`src/hw/pvm_map.svh`:
```
`ifndef PVM_MAP_SVH
`define PVM_MAP_SVH

// ****************************************************************
// Register indices on the management port
// ****************************************************************
`define PVM_IDX_ENERGY      5'h11
`define PVM_IDX_SPECIAL     5'h12
`define PVM_IDX_EXTENDED    5'h13

// ****************************************************************
// Energy and crossover status fields
// ****************************************************************
`define PVM_EN_AXDIS_BIT    5
`define PVM_EN_NPDIS_BIT    4
`define PVM_EN_ENERGY_BIT   1
`define PVM_EN_SEMI_BIT     0

// ****************************************************************
// Special modes fields
// ****************************************************************
`define PVM_SM_EARLY_BIT    15
`define PVM_SM_LBDIS_BIT    14
`define PVM_SM_CRCSRC_BIT   7
`define PVM_SM_MCLK_BIT     6
`define PVM_SM_ADDR_MSB     4
`define PVM_SM_ADDR_LSB     0

// ****************************************************************
// Extended mode fields
// ****************************************************************
`define PVM_EX_MODE_MSB     15
`define PVM_EX_MODE_LSB     11
`define PVM_EX_FIFO_MSB     10
`define PVM_EX_FIFO_LSB     9
`define PVM_EX_X01_BIT      2
`define PVM_EX_X23_BIT      1
`define PVM_EX_CPD_BIT      0

// ****************************************************************
// Reset values and constants
// ****************************************************************
`define PVM_ENERGY_RST      1'b1
`define PVM_FIFO_RST        2'h0
`define PVM_FIFO_BASE       3'h4
`define PVM_RDATA_ZERO      16'h0000

`endif

```
`src/hw/pvm_pkg.sv`:
```
package pvm_pkg;
  typedef logic [4:0]  pvm_addr_t;   // Station address / register index
  typedef logic [4:0]  pvm_mode_t;   // Operating mode field
  typedef logic [15:0] pvm_word_t;   // Register data word
endpackage

```
`src/hw/pvm_regs.sv`:
```
`timescale 1ns/1ps
`include "pvm_map.svh"
// Notes on behaviour
// - Next page disable bit stops automatic exchange
// - When disabled, advertise only advertisement next-page bit
// - Energy bit shows line energy, one at reset
// - Software reset clears energy, flags if set
// - Bit zero enables semi crossover, resets zero
// - Early receive-valid enable in 10BASE-T
// - Bit fourteen disables 10BASE-T half duplex loopback
// - Bit seven picks CRC counter receive/transmit source
// - Read-only bit shows MAC clock rate
// - Station address from straps, seeds scrambler
// - FIFO depth field gives four to seven bytes
// - Manual crossover select for channels zero, one
// - Manual crossover select for channels two, three
// - Bit zero selects conditional parallel detect
// - Crossover disable bit hands pins to manual
module pvm_regs
  import pvm_pkg::*;
#(
  parameter int SYNC_STAGES = 2              // Pin synchroniser depth
) (
  input  wire logic      core_clk_i,         // Core clock, 125 MHz
  input  wire logic      rst_n_i,            // Hardware reset, sync, low
  input  wire logic      soft_rst_i,         // Software reset pulse
  input  wire logic      reg_wr_i,           // Register write strobe
  input  wire logic      reg_rd_i,           // Register read strobe
  input  wire pvm_addr_t reg_addr_i,         // Register index
  input  wire pvm_word_t reg_wdata_i,        // Write data
  output pvm_word_t      reg_rdata_o,        // Read data, next cycle
  input  wire logic      line_energy_i,      // Line energy detector (async)
  input  wire logic      mac_clk_25_i,       // MAC clock at 25 MHz (async)
  input  wire pvm_addr_t addr_strap_i,       // Address strap pins (async)
  input  wire pvm_mode_t mode_strap_i,       // Mode strap pins (async)
  input  wire logic      adv_next_page_i,    // Advertisement next page bit
  input  wire logic      auto_x01_i,         // Automatic crossover, ch 0/1
  input  wire logic      auto_x23_i,         // Automatic crossover, ch 2/3
  output logic           energy_change_set_o,// Energy change flag set pulse
  output logic           auto_np_disable_o,  // Automatic next page stopped
  output logic           next_page_adv_o,    // Next pages advertised
  output logic           semi_xover_en_o,    // Semi crossover enable
  output logic           auto_xover_dis_o,   // Automatic crossover disabled
  output logic           mdix_01_o,          // Crossed pins, channels 0/1
  output logic           mdix_23_o,          // Crossed pins, channels 2/3
  output logic           rxdv_early_o,       // Early receive-valid enable
  output logic           hd_lb_disable_o,    // Half duplex loopback off
  output logic           crc_src_tx_o,       // CRC counter on transmit data
  output pvm_addr_t      station_address_o,  // Management/scrambler address
  output pvm_mode_t      operating_mode_o,   // Operating mode field
  output logic [2:0]     tx_fifo_depth_o,    // Transmit FIFO depth, bytes
  output logic           cond_pd_o           // Conditional parallel detect
);

  // ****************************************************************
  // Elaboration check
  // ****************************************************************
  if (SYNC_STAGES < 2 || SYNC_STAGES > 6) begin : g_bad_sync
    $error("SYNC_STAGES must be 2 to 6");
  end

  localparam int SW = 2 + 2 * $bits(pvm_addr_t);   // Synchronised bit count
  localparam logic [2:0] STRAP_WAIT = 3'(SYNC_STAGES + 1);
  // ****************************************************************
  // Pin synchronisers
  // ****************************************************************
  logic [SW-1:0] sync_q [SYNC_STAGES];  // Shift chain, stage 0 first
  logic [SW-1:0] pins_s;                // Last stage, safe to read
  // Shift all pin inputs through the chain
  always_ff @(posedge core_clk_i) begin
    if (!rst_n_i) begin
      for (int i = 0; i < SYNC_STAGES; i++) begin
        sync_q[i] <= {`PVM_ENERGY_RST, {(SW-1){1'b0}}};  // Energy idles high, no false rise
      end
    end else begin
      sync_q[0] <= {line_energy_i, mac_clk_25_i, addr_strap_i, mode_strap_i};
      for (int i = 1; i < SYNC_STAGES; i++) begin
        sync_q[i] <= sync_q[i-1];
      end
    end
  end
  assign pins_s = sync_q[SYNC_STAGES-1];
  logic      energy_s;   // Synchronised line energy
  logic      mclk_s;     // Synchronised MAC clock rate
  pvm_addr_t addr_s;     // Synchronised address strap
  pvm_mode_t mode_s;     // Synchronised mode strap
  assign {energy_s, mclk_s, addr_s, mode_s} = pins_s;

  // ****************************************************************
  // Write decode
  // ****************************************************************
  logic wr_en;   // Write to energy/crossover register
  logic wr_sm;   // Write to special modes register
  logic wr_ex;   // Write to extended mode register
  // Software reset wins over a write in the same cycle
  assign wr_en = reg_wr_i && !soft_rst_i && (reg_addr_i == `PVM_IDX_ENERGY);
  assign wr_sm = reg_wr_i && !soft_rst_i && (reg_addr_i == `PVM_IDX_SPECIAL);
  assign wr_ex = reg_wr_i && !soft_rst_i && (reg_addr_i == `PVM_IDX_EXTENDED);
  // ****************************************************************
  // Energy and crossover register
  // ****************************************************************
  logic axdis_q;    // Automatic crossover disable
  logic npdis_q;    // Automatic next page disable
  logic semi_q;     // Semi crossover enable
  logic energy_q;   // Line energy indicator
  logic chg_q;      // Energy change set pulse
  // Control bits, cleared by either reset
  always_ff @(posedge core_clk_i) begin
    if (!rst_n_i || soft_rst_i) begin
      axdis_q <= 1'b0;
      npdis_q <= 1'b0;
      semi_q  <= 1'b0;
    end else if (wr_en) begin
      axdis_q <= reg_wdata_i[`PVM_EN_AXDIS_BIT];
      npdis_q <= reg_wdata_i[`PVM_EN_NPDIS_BIT];
      semi_q  <= reg_wdata_i[`PVM_EN_SEMI_BIT];
    end
  end

  // Energy indicator: one after hardware reset, zero after software reset
  always_ff @(posedge core_clk_i) begin
    if (!rst_n_i) begin
      energy_q <= `PVM_ENERGY_RST;
      chg_q    <= 1'b0;
    end else if (soft_rst_i) begin
      energy_q <= 1'b0;
      chg_q    <= energy_q;
    end else begin
      energy_q <= energy_s;
      chg_q    <= energy_s && !energy_q;
    end
  end

  // ****************************************************************
  // Special and extended mode registers
  // ****************************************************************
  logic       early_q;   // Early receive-valid enable
  logic       lbdis_q;   // Half duplex loopback disable (kept on soft reset)
  logic       crcsrc_q;  // CRC counter source
  pvm_addr_t  addr_q;    // Station address (kept on soft reset)
  pvm_mode_t  mode_q;    // Operating mode (kept on soft reset)
  logic [1:0] fifo_q;    // Transmit FIFO depth code
  logic       x01_q;     // Manual crossover, channels 0/1
  logic       x23_q;     // Manual crossover, channels 2/3
  logic       cpd_q;     // Conditional parallel detect
  logic [2:0] strap_cnt_q;  // Wait for straps to pass the synchroniser
  // Soft-resettable mode bits
  always_ff @(posedge core_clk_i) begin
    if (!rst_n_i || soft_rst_i) begin
      early_q  <= 1'b0;
      crcsrc_q <= 1'b0;
      fifo_q   <= `PVM_FIFO_RST;
      x01_q    <= 1'b0;
      x23_q    <= 1'b0;
      cpd_q    <= 1'b0;
    end else begin
      if (wr_sm) begin
        early_q  <= reg_wdata_i[`PVM_SM_EARLY_BIT];
        crcsrc_q <= reg_wdata_i[`PVM_SM_CRCSRC_BIT];
      end
      if (wr_ex) begin
        fifo_q <= reg_wdata_i[`PVM_EX_FIFO_MSB:`PVM_EX_FIFO_LSB];
        x01_q  <= reg_wdata_i[`PVM_EX_X01_BIT];
        x23_q  <= reg_wdata_i[`PVM_EX_X23_BIT];
        cpd_q  <= reg_wdata_i[`PVM_EX_CPD_BIT];
      end
    end
  end

  // Strap-loaded fields and loopback disable, untouched by software reset
  always_ff @(posedge core_clk_i) begin
    if (!rst_n_i) begin
      strap_cnt_q <= STRAP_WAIT;
      lbdis_q     <= 1'b0;
      addr_q      <= '0;
      mode_q      <= '0;
    end else if (strap_cnt_q != 3'h0) begin
      // Straps settle through the synchroniser, then load once
      strap_cnt_q <= strap_cnt_q - 3'h1;
      if (strap_cnt_q == 3'h1) begin
        addr_q <= addr_s;
        mode_q <= mode_s;
      end
    end else begin
      if (wr_sm) begin
        lbdis_q <= reg_wdata_i[`PVM_SM_LBDIS_BIT];
        addr_q  <= reg_wdata_i[`PVM_SM_ADDR_MSB:`PVM_SM_ADDR_LSB];
      end
      if (wr_ex) begin
        mode_q <= reg_wdata_i[`PVM_EX_MODE_MSB:`PVM_EX_MODE_LSB];
      end
    end
  end

  // ****************************************************************
  // Registered outputs to the PHY core
  // ****************************************************************
  always_ff @(posedge core_clk_i) begin
    if (!rst_n_i) begin
      next_page_adv_o <= 1'b1;
      mdix_01_o       <= 1'b0;
      mdix_23_o       <= 1'b0;
    end else begin
      next_page_adv_o <= npdis_q ? adv_next_page_i : 1'b1;
      mdix_01_o       <= axdis_q ? x01_q : auto_x01_i;
      mdix_23_o       <= axdis_q ? x23_q : auto_x23_i;
    end
  end

  assign energy_change_set_o = chg_q;
  assign auto_np_disable_o   = npdis_q;
  assign semi_xover_en_o     = semi_q;
  assign auto_xover_dis_o    = axdis_q;
  assign rxdv_early_o        = early_q;
  assign hd_lb_disable_o     = lbdis_q;
  assign crc_src_tx_o        = crcsrc_q;
  assign station_address_o   = addr_q;
  assign operating_mode_o    = mode_q;
  assign tx_fifo_depth_o     = `PVM_FIFO_BASE + {1'b0, fifo_q};
  assign cond_pd_o           = cpd_q;

  // ****************************************************************
  // Read path, reserved bits read as zero
  // ****************************************************************
  pvm_word_t rd_word;   // Selected register image
  // Assemble the addressed register
  always_comb begin
    rd_word = `PVM_RDATA_ZERO;
    unique case (reg_addr_i)
      `PVM_IDX_ENERGY: begin
        rd_word[`PVM_EN_AXDIS_BIT]  = axdis_q;
        rd_word[`PVM_EN_NPDIS_BIT]  = npdis_q;
        rd_word[`PVM_EN_ENERGY_BIT] = energy_q;
        rd_word[`PVM_EN_SEMI_BIT]   = semi_q;
      end
      `PVM_IDX_SPECIAL: begin
        rd_word[`PVM_SM_EARLY_BIT]  = early_q;
        rd_word[`PVM_SM_LBDIS_BIT]  = lbdis_q;
        rd_word[`PVM_SM_CRCSRC_BIT] = crcsrc_q;
        rd_word[`PVM_SM_MCLK_BIT]   = mclk_s;
        rd_word[`PVM_SM_ADDR_MSB:`PVM_SM_ADDR_LSB] = addr_q;
      end
      `PVM_IDX_EXTENDED: begin
        rd_word[`PVM_EX_MODE_MSB:`PVM_EX_MODE_LSB] = mode_q;
        rd_word[`PVM_EX_FIFO_MSB:`PVM_EX_FIFO_LSB] = fifo_q;
        rd_word[`PVM_EX_X01_BIT] = x01_q;
        rd_word[`PVM_EX_X23_BIT] = x23_q;
        rd_word[`PVM_EX_CPD_BIT] = cpd_q;
      end
      default: rd_word = `PVM_RDATA_ZERO;
    endcase
  end

  // Capture read data one cycle after the strobe
  always_ff @(posedge core_clk_i) begin
    if (!rst_n_i) begin
      reg_rdata_o <= `PVM_RDATA_ZERO;
    end else if (reg_rd_i) begin
      reg_rdata_o <= rd_word;
    end
  end
endmodule

```
`config.mk`:
```
export PLATFORM = sky130hd
export DESIGN_NAME = pvm_regs
export DESIGN_NICKNAME = d
export VERILOG_FILES = /design/src/hw/pvm_pkg.sv /design/src/hw/pvm_regs.sv
export VERILOG_INCLUDE_DIRS = /design/src /design/src/hw
export SDC_FILE = /design/constraint.sdc
export NUM_CORES = 1
export LEC_CHECK = 0
export BUFFER_PORTS_ARGS = -buffer_cell sky130_fd_sc_hd__buf_4
export CORE_MARGIN = 3
export CORE_UTILIZATION = 46
export CTS_CLUSTER_SIZE = 20
export DETAILED_ROUTE_END_ITERATION = 10
export GPL_ROUTABILITY_DRIVEN = 1
export MAX_ROUTING_LAYER = met4
export PLACE_DENSITY_LB_ADDON = 0.2
export REMOVE_ABC_BUFFERS = 1
export SLEW_MARGIN = 20
export SYNTH_ARGS = -nofsm -noshare
export SYNTH_HDL_FRONTEND = slang
export SYNTH_SLANG_ARGS = --single-unit
```
`constraint.sdc`:
```
create_clock -name core_clk_i -period 1.38 [get_ports core_clk_i]
set_input_delay 0.138 -clock core_clk_i [delete_from_list [all_inputs] [get_ports core_clk_i]]
set_output_delay 0.138 -clock core_clk_i [all_outputs]
set_load 0.005 [all_outputs]
```
# Word level (Yosys, flattened, before mapping)
# Memory sizes are Yosys's and may differ from the RTL's.
# Index checks and enable logic that the tools add are counted.
# word_totals
reg_bits	44
ramBits	24
input_bits	41
out_inout_bits	40
word_cells	68
mem_count	1
# mem_list
memory	depth	width	read_ports	rd_clocked_by_memory_dff	wr	line_no	text
sync_q	2	12	2	0	2	pvm_regs.sv:67	logic [SW-1:0] sync_q [SYNC_STAGES];
# op_classes
addsub	2
n_eq_ne	5
muxes	22
bitwise	3
reduce_logical	16
# op_table
operator	n
5-bit 2-to-1 mux	7
12-bit 2-to-1 mux	2
5-bit == test, second input constant	3
1-bit 2-to-1 mux	8
2-bit AND reduction	4
2-bit case mux with 3 select lines	1
1-bit logical AND	5
1-bit case mux with 2 select lines	2
2-bit case mux with 2 select lines	1
2-bit nonzero test	2
3-bit by 2-bit adder with 3-bit output, first input constant	1
3-bit by 1-bit == test with 1-bit output, second input constant	1
1-bit logical NOT	3
3-bit nonzero test	1
3-bit by 1-bit subtractor with 3-bit output, second input constant	1
2-bit 2-to-1 mux	1
2-bit by 1-bit inequality test with 1-bit output, second input constant	1
1-bit OR	2
1-bit logical OR	1
1-bit NOT	1

# Longest topological paths before layout
# depth
ltp_word	5
mapped_depth	6

# Worst setup path before layout
# OpenSTA, ideal clock, no wires.
# synth_timing
path_type	reg2reg
start	register strap_cnt_q[0]
end	register mode_q[0] (netlist: operating_mode_o[0])
t_arrival_ns	1.323
required_time_ns	1.246
setup_slack_ns	-0.077
path_stages_with_launch	7
path_cell_list	dfxtp_1 > inv_1 > ha_1 > and4bb_1 > buf_2 > a311oi_1 > a211oi_1
# synth_between
elab_chain_cells	3
word_cells_on_any_way	6
# synth_lines
item	line_no	text
start: declaration	pvm_regs.sv:146	logic [2:0] strap_cnt_q;
start signal: assignment	pvm_regs.sv:179	strap_cnt_q <= strap_cnt_q - 3'h1;
3-bit by 1-bit == test with 1-bit output or 3-bit nonzero test (tied branches)	pvm_regs.sv:180, pvm_regs.sv:177	
2-bit by 1-bit inequality test with 1-bit output (no source line) or 2-bit nonzero test (tied branches)	--	
2-bit AND reduction (no source line)	--	
end signal: assignment	pvm_regs.sv:182	mode_q <= mode_s;
end signal: assignment	pvm_regs.sv:190	mode_q <= reg_wdata_i[`PVM_EX_MODE_MSB:`PVM_EX_MODE_LSB];
end: declaration	pvm_regs.sv:141	pvm_mode_t mode_q;
# Parallel ways exist; a longest one is shown, timed or not.
# A chain may end at the register's enable or synchronous reset.

# Final worst setup path
# layout_timing
start	register strap_cnt_q[0]
end	register mode_q[3] (netlist: operating_mode_o[3])
# The elaborated chain is that of the path after synthesis.

==> metrics.sh <==
POWER.DENSITY_CELL_AREA_nW_PER_UM2=1198
SETUP_WS_PS=-28.55
DRT-TOTAL-WL_UM=6830
SYN_AVG_CELL_AREA_UM2=9.695
NUMCLOCKSINKS=68
P_SW_W=0.001257
NUMPLACEDINSTANCES=419
DRCVIOLATIONCOUNT=0
POWER_FRAC_CLOCK_PCT=33.9
FP.COREAREA_UM2=5642
AREAGROWTHSYNTHTOFINISH_PCT=43.48
COMB_POWER_SHARE_PCT=19.7
POSTSYNTHREGISTERBITS=68
DESIGN.PORTCOUNT=81
IR_DROP_mV=1.001
SYNTH_SEQUENTIAL_AREA_RATIO_PCT=49.79
DIE_AREA_UM2=6904
YS.WARNINGS.COUNT=0
PLACE_AREA_UM2=3379
FILLCELLCOUNT=435
CHIPWIDTH_UM=83.09
NUMCTSBUFFERS=9
WORST-PATH-MAX-FANOUT=7
GRT_UTIL_ALL_LAYERS_PCT=20.19
SETUP.WORST_PATH.END_CLASS='flop'
INTERNAL_POWER_W=0.003441
SHORTEST_CLOCK_PERIOD_THE_WORST_PATH_ALLOWS_AFTER_LAYOUT_PS=1409
STATUS='finished with violations'
PERIOD_UTILISATION_LAYOUT_PCT=102.1
FIN_WORST_SKEW_PS=6.836
TIMING.MAX_CAP.VIOLATIONS=0
GRT_ANTENNA_BEFORE_REPAIR=0
SEQUENTIAL_CELL_AREA_UM2=1364
ROUTABILITYCONGESTION=0.8492
FLOORPLAN.INITIALDENSITY_PCT=48.46
GRT_MAX_DEGREE=37
CRITPATHMOSTFREQUENTCELL='sky130_fd_sc_hd__buf_6'
REG2REG_SLACK_PS=-30
TRITONCTS='done'
CP_CELL_SEQUENCE='buf_6, ha_4, nor3b_4, buf_6, a311oi_1, a211oi_2'
ANTENNA-DIODE-COUNT=0
DETAILED_PLACE_HPWL_UM=4368
CTS_ROOT_BUF='sky130_fd_sc_hd__clkbuf_8'
PATH_CLK_SLEW_PS=80
WORSTPATHARRIVAL_PS=1630
POST_DRT_VIA_CELL_RATIO=5.386
HIGHEST_DELAY_CELL_ALONG_THE_CRITICAL_PATH='sky130_fd_sc_hd__dfxtp_2'
CTS-ROOT-TO-SINK-BUFFERS=2
VIAS_IN_THE_FIRST_GLOBAL_ROUTE=2297
POWER.LEAKAGE_nW=1.534
DIEHEIGHT_UM=83.09
VIOLATIONS='setup timing'
GRT_PASS1_WL_UM=10960
BUFFERS_ON_PORTS=76
CRITPATHKIND='flop to flop'
GRT_SETUP_UNREPAIRED='yes'
CTS_HTREE_LEVELS=3
ASYNC_FLOP_SHARE_PCT=0
YOSYSUNIQUECELLTYPES=40
LAYOUTNONFILLERINSTCOUNT=451
FINALINSTANCEAREA_UM2=3923
YS.FLOP_TYPE='sky130_fd_sc_hd__dfxtp_1'
TOTAL_POWER_W=0.004699
CRITICAL-PATH-TOP-DELAY-FAMILY='compound AO/OA/AOI/OAI gates'
WORST_HOLD_PATH_TYPE='input port to flop'
WHS_PS=24.98
MAX_STAGE_DELAY_PS=330
TIMING.SLEW.HEADROOM_PCT=66.35
POWER.SHARE.SEQUENTIAL_PCT=46.4
CRIT_REQUIRED_PS=1600
CORE.ROWCOUNT=27
MAXCLOCKFREQUENCY_GHz=0.7100
CLK_LATENCY_PS=350
LAYOUT-DRIVE-GT1-SHARE_PCT=38.79
NUM-NETS-FINAL=418
REPORT.FINAL.SLEW_VIOL_COUNT=0
TIGHTEST_SLEW_PS=503.7
SETUP_VIOLATIONS=7
VIA_COUNT=2429
MULTIINPUTGATEAREA_UM2=1383
GRT.OVERFLOW.TOTAL=0
NUMBER_OF_SYNTHESIZED_FLOPS_WITH_AN_ENABLE_PIN=0
WL_PER_CELL_UM=15.14
DRT_PASS1_ITERATIONS=5
INITIALDRTVIOLATIONCOUNT=144
TIMING.CRITICAL_PATH.FROM_TYPE='flop'
HOLD_VIOLATIONS=0
POWER_SWITCHING_SHARE_PCT=26.76
SYNTH.CELL_AREA_UM2=2734
POSTSYNTHCELLCOUNT=282
ANTENNA_LEFT=0
CRIT_BUF_INV=2
through the flow:
| step | setup WS [ps] | setup TNS (ps) | util (%) |
|---|---|---|---|
| after global placement | -96.58 | -825.7 | 59.90 |
| after detailed placement | -127.7 | -1037 | 59.90 |
| after CTS | -36.63 | -53.62 | 68.00 |
| after global routing | -83.12 | -783.9 | 69.53 |
| after floorplan | -384.4 | -3977 | - |
| final | -28.55 | -75.11 | 69.53 |
what timing repair did:
action,CTS,global route
endpoints found under the hold margin,13,0
gates resized for setup,29,16
buffers inserted,1,2
pin swaps,4,16
hold buffers,13,0
setup endpoints to repair,12,12
state kept, by name (all words and copies together) (netlist names):
register / flops
cond_pd_o: 1
auto_np_disable_o: 1
station_address_o: 5
x01_q: 1
x23_q: 1
reg_rdata_o: 15
energy_q: 1
strap_cnt_q: 3
energy_change_set_o: 1
mdix_23_o: 1
sync_q: 24
mdix_01_o: 1
crc_src_tx_o: 1
operating_mode_o: 5
fifo_q: 2
semi_xover_en_o: 1
auto_xover_dis_o: 1
hd_lb_disable_o: 1
rxdv_early_o: 1
next_page_adv_o: 1
per-layer routing:
layer / global-route usage (%) / up-vias / share of wire [%] / wire [um]
li1: - / 1204 / - / -
met1: 24.05 / 1126 / 45 / 3041
met2: 31.63 / 88 / 47 / 3239
met3: 5.258 / 11 / 6.4 / 435
met4: 9.955 / 0 / 1.7 / 114
met5: - / - / 0 / 0
tightest hold or removal path: cells and delay by family:
family	cells	cell delay, ps
buf+inv	1	80
mux	1	50
simple gates	1	70
worst paths after layout:
check                         startpoint                          endpoint  cells past startpoint
max reg2reg  strap_cnt_q[0]$_SDFFE_PN1N_  operating_mode_o[3]$_SDFFE_PN0P_                      6
max          strap_cnt_q[0]$_SDFFE_PN1N_  operating_mode_o[3]$_SDFFE_PN0P_                      6
min reg2reg     sync_q[0][11]$_SDFF_PN1_          sync_q[0][23]$_SDFF_PN1_                      1
min                           auto_x23_i              mdix_23_o$_SDFF_PN0_                      3
Yosys cell counts, drive strengths merged, types with 2 or more instances:
cell	number	area [um2]
nor3b	4	41.29
or3b	2	17.52
a32oi	2	17.52
a21oi	30	150.1
a211oi	5	37.54
o21ai	14	70.06
o31ai	6	45.04
nand3	11	55.05
nand2b	17	106.4
a311oi	5	43.79
inv	6	22.52
buf	16	98.84
nor2	4	15.01
conb	2	7.510
and4bb	2	25.02
clkbuf	9	33.78
nand2	4	15.01
nor2b	4	25.02
mux2i	7	70.07
ha	3	37.54
and2	23	143.9
nand4	20	125.1
mux2	6	67.56
dfxtp	68	1361
o32ai	5	43.79
cells in the final DEF (no fill, tap or decap), drive strengths merged, types with 6 or more instances in the layout:
cell type and n:
a21oi 30, clkbuf 10, buf 93, mux2i 7, nand2b 17, o21ai 14
inv 6, dfxtp 68, and2 23, dlygate4sd3 13, nand4 20, mux2 6
nand3 11, o31ai 6
final cells by class:
| class | count | share of cell area (%) |
|---|---|---|
| clock buffers | 10 | 3.254 |
| clock inverters | 6 | 1.659 |
| inverters | 6 | 0.6380 |
| multi-input cells | 183 | 35.25 |
| flip-flops and latches | 68 | 34.77 |
| well taps | 72 | 2.297 |
| repair buffers | 106 | 22.14 |
power groups by stage:
stage / Sequential (W) / Clock [W] / Combinational, W
floorplan: 0.00219 / 0 / 0.000337
global placement: 0.00220 / 0 / 0.000686
detailed placement: 0.00220 / 0 / 0.000696
CTS: 0.00217 / 0.00163 / 0.000857
global route: 0.00219 / 0.00172 / 0.00101
finish: 0.00218 / 0.00159 / 0.000926
cell families (layout without fill, tap and decap cells):
group	after synthesis	count (layout)	synth area share (%)
AND/OR/NAND/NOR	94	94	21.74
AO/OA/AOI/OAI	70	70	15.79
flip-flops	68	68	49.79
buffers and inverters	31	128	5.675
multiplexers	13	13	5.034
adder cells (fa/ha/maj)	3	3	1.373
other	2	2	0.2747
XOR/XNOR	1	1	0.3204
Note: power is estimated with default switching activity, not from simulation.
